**config.mk**
```make
export PLATFORM = sky130hd
export DESIGN_NAME = asmf_framer
export DESIGN_NICKNAME = d
export VERILOG_FILES = /design/src/hw/asmf_pkg.sv /design/src/hw/asmf_uart_tx.sv /design/src/hw/asmf_framer.sv
export SDC_FILE = /design/constraint.sdc
export NUM_CORES = 1
export LEC_CHECK = 0
export BUFFER_PORTS_ARGS = -buffer_cell sky130_fd_sc_hd__clkbuf_2
export CAP_MARGIN = 20
export CORE_ASPECT_RATIO = 0.7
export CORE_MARGIN = 4
export CORE_UTILIZATION = 50
export CTS_CLUSTER_DIAMETER = 150
export DETAILED_ROUTE_END_ITERATION = 6
export PLACE_DENSITY = 0.67
export RECOVER_POWER = 100
export SYNTH_ARGS = -nofsm -noshare
export SYNTH_HDL_FRONTEND = slang
export SYNTH_SLANG_ARGS = --single-unit
export TNS_END_PERCENT = 30
```
**constraint.sdc**
```tcl
create_clock -name pclk -period 22.4 [get_ports pclk]
set_clock_uncertainty 0.05 [all_clocks]
set_input_delay 2.24 -clock pclk [delete_from_list [all_inputs] [get_ports pclk]]
set_output_delay 2.24 -clock pclk [all_outputs]
set_load 0.03 [all_outputs]
```
**src/hw/asmf_pkg.sv**
```systemverilog
// Constants and types shared by the altitude serial message framer.
// Assumes a single 250 MHz clock and software access over APB.
package asmf_pkg;
  localparam int CLK_HZ = 250_000_000;
  localparam int LORAN_BPS = 1200;
  localparam int ONEFT_BPS = 9600;
  localparam int BAUD_LORAN_CYC = CLK_HZ / LORAN_BPS;
  localparam int BAUD_ONEFT_CYC = CLK_HZ / ONEFT_BPS;
  localparam int SELFTEST_MS = 3000;
  localparam int FRAME_MS = 1000;
  localparam int SELFTEST_CYC = (CLK_HZ / 1000) * SELFTEST_MS;
  localparam int FRAME_CYC = (CLK_HZ / 1000) * FRAME_MS;

  localparam logic [11:0] CTRL_OFF = 12'h000;
  localparam logic [11:0] STATUS_OFF = 12'h004;
  localparam logic [11:0] ALT_OFF = 12'h008;
  localparam int CTRL_SW_EN = 0;
  localparam int CTRL_ONEFT = 1;
  localparam int CTRL_RES10 = 2;
  localparam int CTRL_CFG = 3;
  localparam int CTRL_SEC_MUTE = 4;
  localparam logic [4:0] CTRL_RST = 5'h00;
  localparam int ST_DONE = 0;
  localparam int ST_ACTIVE = 1;
  localparam int ST_STRAPS = 2;
  localparam int ST_RX = 3;

  localparam logic [4:0] LAST_BYTE = 5'h10;
  localparam logic [4:0] CK_FIRST = 5'h0e;
  localparam logic [3:0] TX_BITS = 4'hb;
  localparam int ALT_BIAS = 2000;
  localparam int PAR_OFFSET = 50;
  localparam int STEP10 = 10;
  localparam int STEP100 = 100;
  localparam int DIGITS_MAX = 99999;
  localparam int PAR_BITS = 11;

  typedef enum logic [2:0] {
    ASMF_IDLE = 3'b001,
    ASMF_LOAD = 3'b010,
    ASMF_WAIT = 3'b100
  } asmf_state_t;
endpackage : asmf_pkg

```
**src/hw/asmf_uart_tx.sv**
```systemverilog
// One asynchronous character transmitter, start/stop framed.
// Assumes baud_tick is a one-cycle pulse at the bit rate on the same clock.
`timescale 1ns/1ps
module asmf_uart_tx (
  input wire logic pclk,
  input wire logic presetn,
  input wire logic baud_tick,
  input wire logic load,
  input wire logic [7:0] data,
  input wire logic seven_odd,
  output logic line,
  output logic ready
);
  import asmf_pkg::*;

  logic [10:0] shreg;
  logic [3:0] cnt;
  logic ninth;

  // Leading idle bit lets the start bit begin on a tick, so it is full width
  assign ninth = seven_odd ? ~^data[6:0] : data[7]; // [RULE2] [RULE4]
  assign ready = (cnt == 4'h0);
  assign line = shreg[0];

  always_ff @(posedge pclk or negedge presetn) begin
    if (!presetn) begin
      shreg <= 11'h7ff;
      cnt <= 4'h0;
    end else if (load && ready) begin
      shreg <= {1'b1, ninth, data[6:0], 1'b0, 1'b1}; // [RULE16]
      cnt <= TX_BITS;
    end else if (baud_tick && cnt != 4'h0) begin
      shreg <= {1'b1, shreg[10:1]};
      cnt <= cnt - 4'h1;
    end
  end
endmodule : asmf_uart_tx

```
**src/hw/asmf_framer.sv**
```systemverilog
// Altitude serial message framer: APB registers, self-test sequencing,
// parallel Gray-code output drive and the periodic serial frame.
// Assumes alt_ft comes from sensing logic on pclk, range -2000 to 100000.
// Behaviour
// [RULE1] Loran format: "#AL ", sign, five digits, "T+25", checksum, CR.
// [RULE2] Loran format runs 1200 bit/s, seven data bits, odd parity.
// [RULE3] One-foot format: "RMS ", sign, five digits, "T+55", checksum, CR.
// [RULE4] One-foot format runs 9600 bit/s, eight data bits, no parity.
// [RULE5] Both formats need software selection and both straps open.
// [RULE6] Serial altitude sits fifty feet off the parallel code.
// [RULE7] Parallel code steps fifty feet below each hundred-foot mark.
// [RULE8] Ten-foot serial resolution truncates down to a ten-foot multiple.
// [RULE9] Hundred-foot resolution truncates down to a hundred-foot multiple.
// [RULE10] Parallel outputs driven low for three second self-test.
// [RULE11] Serial frames start by themselves, only after self-test.
// [RULE12] Strobe input never changes serial frame timing or content.
// [RULE13] Strobe low keeps parallel outputs enabled; high releases them.
// [RULE14] Receive line heeded only in configuration mode.
// [RULE15] Installer should pick ten-foot resolution for surveillance use.
// [RULE16] Each character framed with start and stop bits per protocol.
// [RULE17] One complete message about once per second.
// [RULE18] Both serial outputs carry the frame; differential copies primary. Secondary is held high while CTRL_SEC_MUTE is set.
// [RULE19] Digits zero-padded ASCII; checksum uppercase hex of byte sum.
// [RULE20] Altitude latched at frame start for the whole message.
`timescale 1ns/1ps
module asmf_framer #(
  parameter int SELFTEST_CYCLES = asmf_pkg::SELFTEST_CYC,
  parameter int FRAME_CYCLES = asmf_pkg::FRAME_CYC,
  parameter int BAUD_LORAN_CYCLES = asmf_pkg::BAUD_LORAN_CYC,
  parameter int BAUD_ONEFT_CYCLES = asmf_pkg::BAUD_ONEFT_CYC
) (
  input wire logic pclk,
  input wire logic presetn,
  input wire logic psel,
  input wire logic penable,
  input wire logic pwrite,
  input wire logic [11:0] paddr,
  input wire logic [31:0] pwdata,
  output logic [31:0] prdata,
  output logic pready,
  output logic pslverr,
  input wire logic signed [17:0] alt_ft,
  input wire logic strobe_n_pin,
  input wire logic strap_s_pin,
  input wire logic strap_t_pin,
  input wire logic rx_pin,
  output logic [asmf_pkg::PAR_BITS-1:0] par_out,
  output logic [asmf_pkg::PAR_BITS-1:0] par_oe_n,
  output logic serial_out_primary,
  output logic serial_out_secondary,
  output logic differential_out_pos,
  output logic differential_out_neg
);
  import asmf_pkg::*;

  function automatic logic [19:0] bcd5(input logic [16:0] v);
    logic [36:0] s;
    s = {20'h0_0000, v};
    for (int i = 0; i < 17; i++) begin
      for (int j = 0; j < 5; j++) begin
        if (s[17+4*j +: 4] > 4'h4) begin
          s[17+4*j +: 4] = s[17+4*j +: 4] + 4'h3;
        end
      end
      s = s << 1;
    end
    return s[36:17];
  endfunction : bcd5

  function automatic logic [7:0] hex_chr(input logic [3:0] n);
    return (n < 4'ha) ? {4'h3, n} : ({4'h0, n} + 8'h37);
  endfunction : hex_chr

  function automatic logic [7:0] frame_chr(input logic [4:0] idx,
      input logic oneft, input logic neg, input logic [19:0] dig,
      input logic [7:0] ck);
    logic [7:0] c;
    c = 8'h0d;
    unique case (idx)
      5'h00: c = oneft ? 8'h52 : 8'h23;
      5'h01: c = oneft ? 8'h4d : 8'h41;
      5'h02: c = oneft ? 8'h53 : 8'h4c;
      5'h03: c = 8'h20;
      5'h04: c = neg ? 8'h2d : 8'h2b;
      5'h05: c = {4'h3, dig[19:16]};
      5'h06: c = {4'h3, dig[15:12]};
      5'h07: c = {4'h3, dig[11:8]};
      5'h08: c = {4'h3, dig[7:4]};
      5'h09: c = {4'h3, dig[3:0]};
      5'h0a: c = 8'h54;
      5'h0b: c = 8'h2b;
      5'h0c: c = oneft ? 8'h35 : 8'h32;
      5'h0d: c = 8'h35;
      5'h0e: c = hex_chr(ck[7:4]);
      5'h0f: c = hex_chr(ck[3:0]);
      default: c = 8'h0d;
    endcase
    return c;
  endfunction : frame_chr

  // Pin synchronisers: stage 0 feeds stage 1 only
  logic [2:0] strb_s, straps_s, strapt_s, rx_s;
  logic par_en, straps_open, rx_lvl;
  always_ff @(posedge pclk or negedge presetn) begin
    if (!presetn) begin
      strb_s <= 3'h7;
      straps_s <= 3'h7;
      strapt_s <= 3'h7;
      rx_s <= 3'h7;
    end else begin
      strb_s <= {strb_s[1:0], strobe_n_pin};
      straps_s <= {straps_s[1:0], strap_s_pin};
      strapt_s <= {strapt_s[1:0], strap_t_pin};
      rx_s <= {rx_s[1:0], rx_pin};
    end
  end

  // Levels change only when the two later stages agree
  always_ff @(posedge pclk or negedge presetn) begin
    if (!presetn) begin
      par_en <= 1'b0;
      straps_open <= 1'b0;
      rx_lvl <= 1'b1;
    end else begin
      if (strb_s[1] == strb_s[2]) begin
        par_en <= ~strb_s[2]; // [RULE13]
      end
      if (straps_s[1] == straps_s[2] && strapt_s[1] == strapt_s[2]) begin
        straps_open <= straps_s[2] & strapt_s[2]; // [RULE5]
      end
      if (rx_s[1] == rx_s[2]) begin
        rx_lvl <= rx_s[2];
      end
    end
  end

  // Registers
  logic [4:0] ctrl;
  logic rx_seen;
  logic selftest_done;
  logic frame_active;
  logic signed [19:0] frame_alt;
  logic wr_en, rd_setup, rx_fall;
  logic [31:0] rd_val;
  logic rd_bad;

  assign wr_en = psel && penable && pwrite;
  assign rd_setup = psel && !penable;
  assign pready = psel && penable;
  assign rx_fall = rx_lvl && rx_s[2] == 1'b0 && rx_s[1] == 1'b0;

  always_ff @(posedge pclk or negedge presetn) begin
    if (!presetn) begin
      ctrl <= CTRL_RST;
    end else if (wr_en && paddr == CTRL_OFF) begin
      ctrl <= pwdata[4:0];
    end
  end

  // A new falling edge wins over a same-cycle clear
  always_ff @(posedge pclk or negedge presetn) begin
    if (!presetn) begin
      rx_seen <= 1'b0;
    end else if (ctrl[CTRL_CFG] && rx_fall) begin
      rx_seen <= 1'b1; // [RULE14]
    end else if (wr_en && paddr == STATUS_OFF && pwdata[ST_RX]) begin
      rx_seen <= 1'b0;
    end
  end

  always_comb begin
    rd_val = 32'h0000_0000;
    rd_bad = 1'b0;
    unique case (paddr)
      CTRL_OFF: rd_val[4:0] = ctrl;
      STATUS_OFF: rd_val[3:0] = {rx_seen, straps_open, frame_active,
                                 selftest_done};
      ALT_OFF: rd_val = {{12{frame_alt[19]}}, frame_alt};
      default: rd_bad = 1'b1;
    endcase
  end

  always_ff @(posedge pclk or negedge presetn) begin
    if (!presetn) begin
      prdata <= 32'h0000_0000;
      pslverr <= 1'b0;
    end else if (rd_setup) begin
      prdata <= pwrite ? 32'h0000_0000 : rd_val;
      pslverr <= rd_bad;
    end
  end

  // Self-test and once-per-second frame timer
  logic [29:0] st_cnt;
  logic [27:0] fr_cnt;
  logic frame_tick;
  assign frame_tick = selftest_done && fr_cnt == 28'(FRAME_CYCLES - 1);

  always_ff @(posedge pclk or negedge presetn) begin
    if (!presetn) begin
      st_cnt <= 30'h0000_0000;
      selftest_done <= 1'b0;
    end else if (!selftest_done) begin
      st_cnt <= st_cnt + 30'h1;
      if (st_cnt == 30'(SELFTEST_CYCLES - 1)) begin
        selftest_done <= 1'b1; // [RULE10]
      end
    end
  end

  // Free running from self-test end; strobe is not an input here
  always_ff @(posedge pclk or negedge presetn) begin
    if (!presetn) begin
      fr_cnt <= 28'h000_0000;
    end else if (selftest_done) begin
      fr_cnt <= frame_tick ? 28'h000_0000 : fr_cnt + 28'h1; // [RULE17] [RULE12]
    end
  end

  // Parallel Gray code, centred band on each hundred-foot step
  logic [19:0] par_biased;
  logic [10:0] par_idx;
  assign par_biased = 20'({{2{alt_ft[17]}}, alt_ft} + 20'(ALT_BIAS)
                      + 20'(PAR_OFFSET)); // [RULE6] [RULE7]
  assign par_idx = 11'(par_biased / 20'(STEP100));
  assign par_out = '0;

  // Open collector: enable low sinks the line; self-test sinks them all
  always_ff @(posedge pclk or negedge presetn) begin
    if (!presetn) begin
      par_oe_n <= '0;
    end else if (!selftest_done) begin
      par_oe_n <= '0; // [RULE10]
    end else begin
      par_oe_n <= par_en ? ~(par_idx ^ (par_idx >> 1)) : '1; // [RULE13]
    end
  end

  // Serial altitude with selected truncation
  logic [19:0] ser_biased, q10, q100, q_sel;
  logic frame_oneft;
  assign ser_biased = 20'({{2{alt_ft[17]}}, alt_ft} + 20'(ALT_BIAS));
  assign q10 = 20'((ser_biased / 20'(STEP10)) * 20'(STEP10)); // [RULE8]
  assign q100 = 20'((ser_biased / 20'(STEP100)) * 20'(STEP100)); // [RULE9]
  assign q_sel = ctrl[CTRL_ONEFT] ? ser_biased
               : (ctrl[CTRL_RES10] ? q10 : q100);

  // Frame sequencer
  asmf_state_t state;
  logic [4:0] byte_idx;
  logic [7:0] ck;
  logic [7:0] cur_byte;
  logic [19:0] mag, digits;
  logic neg, tx_ready, tx_load, tx_line, start_frame, baud_tick;
  logic [17:0] baud_cnt;

  assign neg = frame_alt[19];
  assign mag = neg ? 20'(-frame_alt) : frame_alt;
  assign digits = bcd5((mag > 20'(DIGITS_MAX)) ? 17'(DIGITS_MAX)
                       : mag[16:0]); // [RULE19]
  assign cur_byte = frame_chr(byte_idx, frame_oneft, neg, digits, ck); // [RULE1] [RULE3]
  assign start_frame = state == ASMF_IDLE && frame_tick
                       && ctrl[CTRL_SW_EN] && straps_open; // [RULE5] [RULE11]
  assign tx_load = state == ASMF_LOAD && tx_ready;
  assign frame_active = state != ASMF_IDLE;

  always_ff @(posedge pclk or negedge presetn) begin
    if (!presetn) begin
      state <= ASMF_IDLE;
      byte_idx <= 5'h00;
      ck <= 8'h00;
      frame_alt <= 20'sh0_0000;
      frame_oneft <= 1'b0;
    end else begin
      unique case (state)
        ASMF_IDLE: begin
          if (start_frame) begin
            frame_alt <= 20'(q_sel - 20'(ALT_BIAS)); // [RULE20]
            frame_oneft <= ctrl[CTRL_ONEFT];
            byte_idx <= 5'h00;
            ck <= 8'h00;
            state <= ASMF_LOAD;
          end
        end
        ASMF_LOAD: begin
          if (tx_ready) begin
            if (byte_idx < CK_FIRST) begin
              ck <= ck + cur_byte; // [RULE19]
            end
            state <= ASMF_WAIT;
          end
        end
        ASMF_WAIT: begin
          if (tx_ready) begin
            if (byte_idx == LAST_BYTE) begin
              state <= ASMF_IDLE; // [RULE1] [RULE3]
            end else begin
              byte_idx <= byte_idx + 5'h01;
              state <= ASMF_LOAD;
            end
          end
        end
      endcase
    end
  end

  // Bit-rate divider; rate fixed per frame so a mid-frame write is harmless
  // Compare with >= so a rate switch above the new limit cannot run away
  assign baud_tick = baud_cnt >= 18'(frame_oneft ? BAUD_ONEFT_CYCLES - 1
                                     : BAUD_LORAN_CYCLES - 1); // [RULE2] [RULE4]
  always_ff @(posedge pclk or negedge presetn) begin
    if (!presetn) begin
      baud_cnt <= 18'h0_0000;
    end else begin
      baud_cnt <= baud_tick ? 18'h0_0000 : baud_cnt + 18'h1;
    end
  end

  asmf_uart_tx u_tx (
    .pclk(pclk),
    .presetn(presetn),
    .baud_tick(baud_tick),
    .load(tx_load),
    .data(cur_byte),
    .seven_odd(~frame_oneft),
    .line(tx_line),
    .ready(tx_ready)
  );

  always_ff @(posedge pclk or negedge presetn) begin
    if (!presetn) begin
      serial_out_primary <= 1'b1;
      serial_out_secondary <= 1'b1;
      differential_out_pos <= 1'b1;
      differential_out_neg <= 1'b0;
    end else begin
      serial_out_primary <= tx_line; // [RULE18]
      serial_out_secondary <= tx_line | ctrl[CTRL_SEC_MUTE];
      differential_out_pos <= tx_line;
      differential_out_neg <= ~tx_line;
    end
  end
endmodule : asmf_framer

```
### Word level (Yosys, flattened, before mapping)

Cells that the tools add are included.
W data, S select, Z words.

* register bits after elaboration: 197
* bits in latches: 0
* memory bits (writable): 0
* memory bits (read-only): 0
* input bits: 71
* output and inout bits: 60
* word-level logic and storage cells: 375
* memories kept: 0

* add/sub/neg operators: 82
* multiply operators: 2
* divide/modulo/power cells: 3
* order comparisons: 75
* equal/unequal tests: 33
* shifts and indexed selects: 0
* muxes and demuxes: 114
* bitwise operators: 8
* reductions and logical operators: 32

Operators with widths (number)
* $gt A4 B3 Y1 const B: 65
* $mux W4: 57
* $add A4 B2 Y4 const B: 54
* $pmux W7 S16: 1
* $mux W3: 21
* $mux W20: 3
* $mux W11: 4
* $div A20 B7 Y20 const B: 2
* $eq A5 B4 Y1 const B: 8
* $mux W18: 2
* $add A3 B2 Y3 const B: 11
* $mux W32: 1
* $add A30 B1 Y30 const B: 1
* $eq A30 B30 Y1 const B: 1
* $add A28 B1 Y28 const B: 1
* $eq A28 B28 Y1 const B: 1
* $mux W28: 1
* $mux W27: 1
* $mux W8: 3
* $mux W7: 3
* $add A20 B6 Y20 const B: 1
* $div A20 B4 Y20 const B: 1
* $eq A5 B3 Y1 const B: 4
* $gt A20 B17 Y1 const B: 1
* other kinds (55): 101

### Longest topological paths before layout

Gate-level depths: netlist (run 1).

* word-level depth: 41
* mapped depth: 81
* mapped depth without buffers: 79

### Modules after synthesis

Synthesis (run 1) repeated with hierarchy kept, for this count alone.

* cell total of the unflattened synthesis: 3248
* area total of the unflattened synthesis: 25268.0 um^2

Modules (own cells, without submodules)
* asmf_framer: times used 1, cells each 3179, area each 24504.8 um^2, sequential area each 4274.1 um^2
* asmf_uart_tx: times used 1, cells each 69, area each 763.2 um^2, sequential area each 362.8 um^2

### Least setup slack after synthesis (run 1)

Ideal clock, no wire load.

* kind: input to register
* start point: input alt_ft[8]
* end point: register frame_alt[19]
* library setup time: 0.131 ns
* data arrival time: 16.728 ns
* required time: 22.219 ns
* path slack: 5.491 ns
* cell stages on the path: 71
* path buffers: 5
* cell sequence: buf_2 nor4_4 a21oi_1 xnor2_1 clkbuf_1 buf_2 nand3_1 o31a_1 o32a_1 inv_1 nor2_1 o21ai_1 a21oi_1 o21a_1 a2111oi_0 o21ai_0 o21a_1 clkbuf_1 (+35 left out) and2_1 o21ai_0 nand2_1 and2_1 o21ai_0 nand2_1 and2_1 o21ai_0 nand2b_1 xnor2_1 nor2_1 a211oi_1 a21oi_1 or3_1 or2_2 nor3_1 xnor2_1 o21ai_1

* longest elaborated chain between the ends: 6
* elaborated cells between the ends (all ways): 8
* those cells by class: 2 x add/sub; 2 x mul; 2 x div; 2 x mux

Ends and longest elaborated chain
* from (decl): line asmf_framer.sv:42 `input wire logic signed [17:0] alt_ft,`
* $add A18 B12 Y19 (*): line asmf_framer.sv:242 `assign ser_biased = 20'({{2{alt_ft[17]}}, alt_ft} + 20'(ALT_BIAS));`
* $div A20 B4 Y20 or $div A20 B7 Y20 (tied branches): line asmf_framer.sv:243, asmf_framer.sv:244
* $mul A20 B3 Y19 or $mul A20 B5 Y18 (tied branches): line asmf_framer.sv:243, asmf_framer.sv:244
* $mux W20: line asmf_framer.sv:246 `: (ctrl[CTRL_RES10] ? q10 : q100);`
* $mux W20 (*): line asmf_framer.sv:245 `assign q_sel = ctrl[CTRL_ONEFT] ? ser_biased`
* $sub A20 B11 Y20 (*): line asmf_framer.sv:278 `frame_alt <= 20'(q_sel - 20'(ALT_BIAS));`
* to (signal assigned): line asmf_framer.sv:278
* to (decl): line asmf_framer.sv:142 `logic signed [19:0] frame_alt;`

Mark *: on every way between the ends. The rest lies on a longest branch, timed or not.
A chain may end at the register's enable or synchronous reset.

### Final worst setup path (run 1)

* start point: input alt_ft[4]
* end point: register frame_alt[19]

The elaborated chain is that of the path after synthesis.

==> summary.md, run 1 <==
| Metric | Value |
|---|---|
| Outcome | `finished with violations` |
| Failing checks | `capacitance limit, slew limit` |
| Critical Path Start Type | `input pin` |
| # resized after CTS | `0` |
| Chip Width | `roughly 280 µm` |
| CP Capture Type | `flop` |
| Clock Path Buffers | `2` |
| Row count | `68` |
| Number of port buffers | `just over 90` |
| Fillcell total | `4691` |
| RSZ-0062 raised after global routing | `false` |
| Synth Warn # | `0` |
| Worst hold path stage count | `0` |
| #FFs+latches synth | `between 150 and 200` |
| Final Hold Fails | `0` |
| Reg-to-reg startpoint | `frame_alt[3]` |
| Fmax | `slightly below 0.05 GHz` |
| Period utilisation layout | `between 90% and 100%` |
| Worst setup startpoint | `alt_ft[4]` |
| DR pass1 iterations | `7` |
| Final #Nets | `roughly 3500` |
| Async SR Flop Fraction | `100%` |
| Worst R2R End | `ck[7]` |
| Clock-pin transition on the worst setup and hold timing paths | `about 0.070 ns` |
| Antenna Nets Post-Route | `0` |
| Max-cap viol count | `6` |
| Root Buffer | `clkbuf_16` |
| Antenna cells | `0` |
| Critical path class | `in2reg` |
| Commonest cells after routing, fill and taps aside | `nand2_1, nor2_1, xnor2_1` |
| Synth-to-Final Area Change | `5.29%` |
| WP data required | `22.63 ns` |
| Clock Sinks | `around 180` |
| Final wirelength | `approximately 70000 µm` |
| Slowest stage cell, crit path | `xor2_1` |
| Die Footprint | `around 0.054 mm²` |
| Max Transition Viols Final | `about 240` |
| Slew margin rel. | `-147%` |
| Starting density of the core | `50.7%` |
| Syn Inst Count | `3259` |
| Hold EP | `strapt_s[1]` |
| Post-synthesis sequential area ratio | `a little under a fifth` |
| Worst slew pin tran | `around 3.7 ns` |
| Min-delay src | `strapt_s[0]` |
| Most common cell after layout, fill and taps aside | `nand2_1` |
| Finish-stage setup viols | `0` |
| CTS tree | `done` |
| CTS H-tree depth | `4` |
| Number of synthesized flops with an enable pin | `0` |
| Hold crit path type | `reg2reg` |
| Crit Path Max Fanout | `28` |
| Ys flop type | `dfrtp_1` |
| Slowest cell delay on critical path | `between 1 and 1.5 ns` |
| Post-CTS setup buffers | `0` |
| Largest net degree at the start of global routing | `76` |
| Synth cell types | `125` |
| Initial DRC count | `between 2000 and 2500` |
| First-pass GRT wire length | `around 120000 µm` |
| Chip Height | `around 200 µm` |
| Initial antenna violation count | `1` |
| Mapped Area | `about 0.025 mm²` |
| Via count | `around 24000` |
| Number of hold buffers added after CTS | `0` |
| GRT Util Overall | `between 20% and 30%` |
| Vias in the first global route | `around 23000` |
| Worst Path Arrival | `~21 ns` |
| Syn avg cell area | `around 7.7 µm²` |
| Routed WL per cell | `17.9 µm` |
| Worst reg-to-reg path cell count | `between 70 and 80` |
| Dpl hpwl | `between 50000 and 60000 µm` |
| Fraction of layout cells with a size suffix above 1 | `under 10%` |
| Clock Latency Late Sink | `~0.45 ns` |
| TNS Setup | `0 ns` |
| GP Congestion | `around 0.95` |
| Total CTS buffers | `17` |
| DRC violation count after routing | `0` |
| Post-route minimum period | `~20 ns` |
| Setup slack, reg-to-reg | `between 4 and 5 ns` |
| Drt via density | `6.21` |
| I/O pins | `131` |
| Core area | `about 0.050 mm²` |
| Remaining global-route overflow | `0` |
## logic make-up (layout without fill, tap and decap cells)
logic type      Yosys count  in the layout  share of synthesized area (%)
simple gates           1181           1181                           23.0
compound gates          917            917                           25.3
xor+xnor                324            324                           11.5
buf+inv                 302            309                           5.21
fa+ha+maj               214            214                           10.9
flops                   184            184                           18.5
mux                     135            135                           5.66
other cells               2             14                         0.0299
## state kept, by name, indices dropped and copies added, names as in the netlist, 3 cells and up
name	flops
state	3
fr_cnt	28
strapt_s	3
byte_idx	5
ck	8
baud_cnt	18
st_cnt	30
prdata	20
rx_s	3
ctrl	5
straps_s	3
u_tx.shreg	10
frame_alt	20
par_oe_n	11
u_tx.cnt	4
strb_s	3
## through the flow
step | hold WS (ns) | instance area, µm² | worst slack [ns] | instances | utilization, %
floorplan | 0.295 | 25200 | 5.49 | 3271 | -
global placement | 0.297 | 26000 | 3.05 | 3907 | 52.5
detailed placement | 0.299 | 26000 | 2.76 | 3908 | 52.5
CTS | 0.310 | 26600 | 3.16 | 3940 | 53.7
global route | 0.318 | 26500 | 0.669 | 3943 | 53.4
finish | 0.313 | 26500 | 2.00 | 3943 | 53.4
## cell usage after synthesis (23+ instances only)
master    number  area, µm²
and2_1        41        257
o31ai_1       28        210
a21o_1        46        345
mux2_2        47        529
nand2_1      333       1250
buf_4         28        210
xnor2_1      213       1870
inv_1        145        544
xor2_1       103        902
clkbuf_1      92        345
a21oi_1      207       1040
nand4_1       50        313
mux2i_1       85        851
a211oi_1      43        323
or2_2         30        188
and3_1        36        225
or3_1         35        219
dfrtp_1      158       3950
o211ai_1      31        233
a31oi_1       44        275
o22ai_1       23        144
nor3_1        94        470
nor4_1        32        200
o21ai_0      179        896
a22o_1        31        272
o21a_1        33        248
ha_1         193       2410
nor2_1       285       1070
nand2b_1      39        244
dfstp_2       26        683
nand3_1      111        556
## worst max path at each step
| stage | slack [ns] | cells after the start | end |
|---|---|---|---|
| 6_report | 2.00 | 69 | frame_alt[19] |
| 4_1_cts | 3.16 | 70 | frame_alt[19] |
| 3_5_place_dp | 2.76 | 70 | frame_alt[19] |
| 2_1_floorplan | 5.49 | 71 | frame_alt[19] |
| 5_1_grt | 0.67 | 70 | frame_alt[19] |
| 3_3_place_gp | 3.05 | 69 | frame_alt[19] |
## metal layers
| metal | part of all wire (%) | track usage, % | vias to the layer above |
|---|---|---|---|
| met5 | 0.018 | 0 | - |
| met4 | 2.0 | 6.52 | 2 |
| met3 | 7.1 | 4.85 | 99 |
| met2 | 43 | 39.5 | 839 |
| met1 | 48 | 36.2 | 11600 |
| li1 | - | - | 11900 |
## cell type report
type / count / area, µm² / share of cell area [%]
Multi-Input combinational cell: 2785 / 19200 / 72.5
Tap cell: 665 / 832 / 3.14
Inverter: 148 / 556 / 2.10
Clock inverter: 15 / 163 / 0.615
Clock buffer: 17 / 425 / 1.61
Sequential cell: 184 / 4640 / 17.5
Timing Repair Buffer: 129 / 664 / 2.51
## critical path: cells and delay by family
kind	cells	cell delay, ns
compound gates	32	8.13
simple gates	23	4.98
fa+ha+maj	6	2.11
xor+xnor	4	1.89
buf+inv	4	1.26
Power of run 1 is left out: the tool's default activity adds up to more than one toggle a clock period on the data nets, which glitch-free logic cannot reach.
==> inputs of run 2 (changes only) <==
Settings changed: BUFFER_PORTS_ARGS -buffer_cell sky130_fd_sc_hd__clkbuf_2 to -buffer_cell sky130_fd_sc_hd__buf_4, CTS_CLUSTER_DIAMETER 150 to 200.
==> summary.md, run 2 (synthesized netlist as in run 1, its figures left out) <==
| Metric | Value |
|---|---|
| Period utilisation layout | `88.1% (was 91.1%)` |
| Finish-stage setup viols | `0 (unchanged)` |
| Routed WL per cell | `18.0 µm (was 17.9 µm)` |
| Antenna Nets Post-Route | `0 (unchanged)` |
| Largest register FFs | `30 (unchanged)` |
| Initial antenna violation count | `0 (was 1)` |
| Outcome | `finished with violations (unchanged)` |
| Critical path class | `in2reg (unchanged)` |
| Clock Path Buffers | `2 (unchanged)` |
| # resized after CTS | `0 (unchanged)` |
| Most common cell after layout, fill and taps aside | `nand2_1 (unchanged)` |
| RSZ-0062 raised after global routing | `false (unchanged)` |
| Max-cap viol count | `3 (was 6)` |
| Dpl hpwl | `55500 µm (was 55400 µm)` |
| Critical Path Start Type | `input pin (unchanged)` |
| Fmax | `0.0507 GHz (was 0.0490 GHz)` |
| Final Hold Fails | `0 (unchanged)` |
| Most frequent CP cell | `o21ai_0` |
| Chip Width | `276 µm (unchanged)` |
| Clock Sinks | `184 (unchanged)` |
| Remaining global-route overflow | `0 (unchanged)` |
| CP bufs+invs | `5 (was 4)` |
| Number of hold buffers added after CTS | `0 (unchanged)` |
| Number of port buffers | `92 (unchanged)` |
| Clock-pin transition on the worst setup and hold timing paths | `0.07 ns (about the same)` |
| Fillcell total | `4667 (was 4691)` |
| Initial DRC count | `2207 (was 2222)` |
| Drt via density | `6.23 (was 6.21)` |
| Reg with most FFs | `st_cnt (unchanged)` |
| DR pass1 iterations | `6 (was 7)` |
| Final wirelength | `70800 µm (was 70400 µm)` |
| CP Capture Type | `flop (unchanged)` |
| Critical path's top delay family | `compound AO/OA/AOI/OAI gates (unchanged)` |
| Slowest stage cell, crit path | `xor2_1 (unchanged)` |
| CTS H-tree depth | `4 (unchanged)` |
| Post-route minimum period | `19.73 ns (was 20.40 ns)` |
| TNS Setup | `0 ns (unchanged)` |
| Via count | `24600 (was 24500)` |
| Crit Path Max Fanout | `28 (unchanged)` |
| Antenna cells | `0 (unchanged)` |
| Largest net degree at the start of global routing | `79 (was 76)` |
| Slowest cell delay on critical path | `1.16 ns (was 1.27 ns)` |
| DRC violation count after routing | `0 (unchanged)` |
| Clock Latency Late Sink | `0.46 ns (was 0.45 ns)` |
| GRT Util Overall | `25.6% (was 25.4%)` |
| I/O pins | `131 (unchanged)` |
| Worst Path Arrival | `19.96 ns (was 20.62 ns)` |
| Root Buffer | `clkbuf_16 (unchanged)` |
| Slew margin rel. | `-159% (was -147%)` |
| Fraction of layout cells with a size suffix above 1 | `8.23% (was 8.30%)` |
| Starting density of the core | `50.7% (unchanged)` |
| Core Util, Final | `53.7% (was 53.4%)` |
| Max Transition Viols Final | `189 (was 236)` |
| Row count | `68 (unchanged)` |
| Biggest regs | `st_cnt x30, fr_cnt x28 (unchanged)` |
| Post-CTS setup buffers | `0 (unchanged)` |
| Vias in the first global route | `23300 (was 23200)` |
| Commonest cells after routing, fill and taps aside | `nand2_1, nor2_1, xnor2_1 (unchanged)` |
| First-pass GRT wire length | `117000 µm (was 115000 µm)` |
| Worst slew pin tran | `3.88 ns (was 3.70 ns)` |
| Synth-to-Final Area Change | `5.84% (was 5.29%)` |
| GP Congestion | `0.935 (was 0.954)` |
| Die Footprint | `0.0540 mm² (unchanged)` |
| Chip Height | `196 µm (unchanged)` |
| Final #Nets | `3541 (was 3540)` |
| CTS tree | `done (unchanged)` |
| Hold crit path type | `reg2reg (unchanged)` |
| Total CTS buffers | `17 (unchanged)` |
| WP data required | `22.63 ns (about the same)` |
| Core area | `0.0495 mm² (unchanged)` |
| Failing checks | `capacitance limit, slew limit (unchanged)` |
run 2: cell type report:
class,instances,area [µm²],area share (%)
clock buffer,18,439,1.65
clock inverter,14,178,0.668
timing repair buffer,130,774,2.91
inverter,148,556,2.09
sequential,184,4640,17.4
tap,665,832,3.13
multi-input combinational,2785,19200,72.1
run 2: path summary, 6_finish.rpt:
| kind | startpoint | to | slack, ns | depth (start not counted) |
|---|---|---|---|---|
| worst max register to register | frame_alt[3] | ck[7] | 4.54 | 71 |
| max in group asynchronous | presetn | u_tx.cnt[0] | 14.89 | 2 |
| worst min register to register | strapt_s[0] | strapt_s[1] | 0.31 | 0 |
| min in group asynchronous | presetn | frame_alt[19] | 2.61 | 1 |
| worst min-delay path | strapt_s[0] | strapt_s[1] | 0.31 | 0 |
| worst max-delay path | alt_ft[4] | frame_alt[19] | 2.67 | 70 |
run 2: stage by stage:
step	setup WS (ns)	hold WS (ns)	cells	instance area, µm²
3_3_place_gp	3.77	0.297	3909	26200
2_1_floorplan	5.49	0.295	3271	25200
6_report	2.67	0.311	3944	26600
5_1_grt	1.11	0.315	3944	26600
4_1_cts	3.87	0.308	3942	26800
3_5_place_dp	3.49	0.297	3910	26200
run 2: layer usage:
metal / track usage [%] / share of wire [%] / routed length (µm)
met1: 37.4 / 48 / 33600
met2: 40.7 / 44 / 31300
met3: 3.39 / 7.1 / 5000
met4: 4.83 / 1.2 / 885
met5: 0 / 0 / 0
Power of run 2 is left out for the same reason.
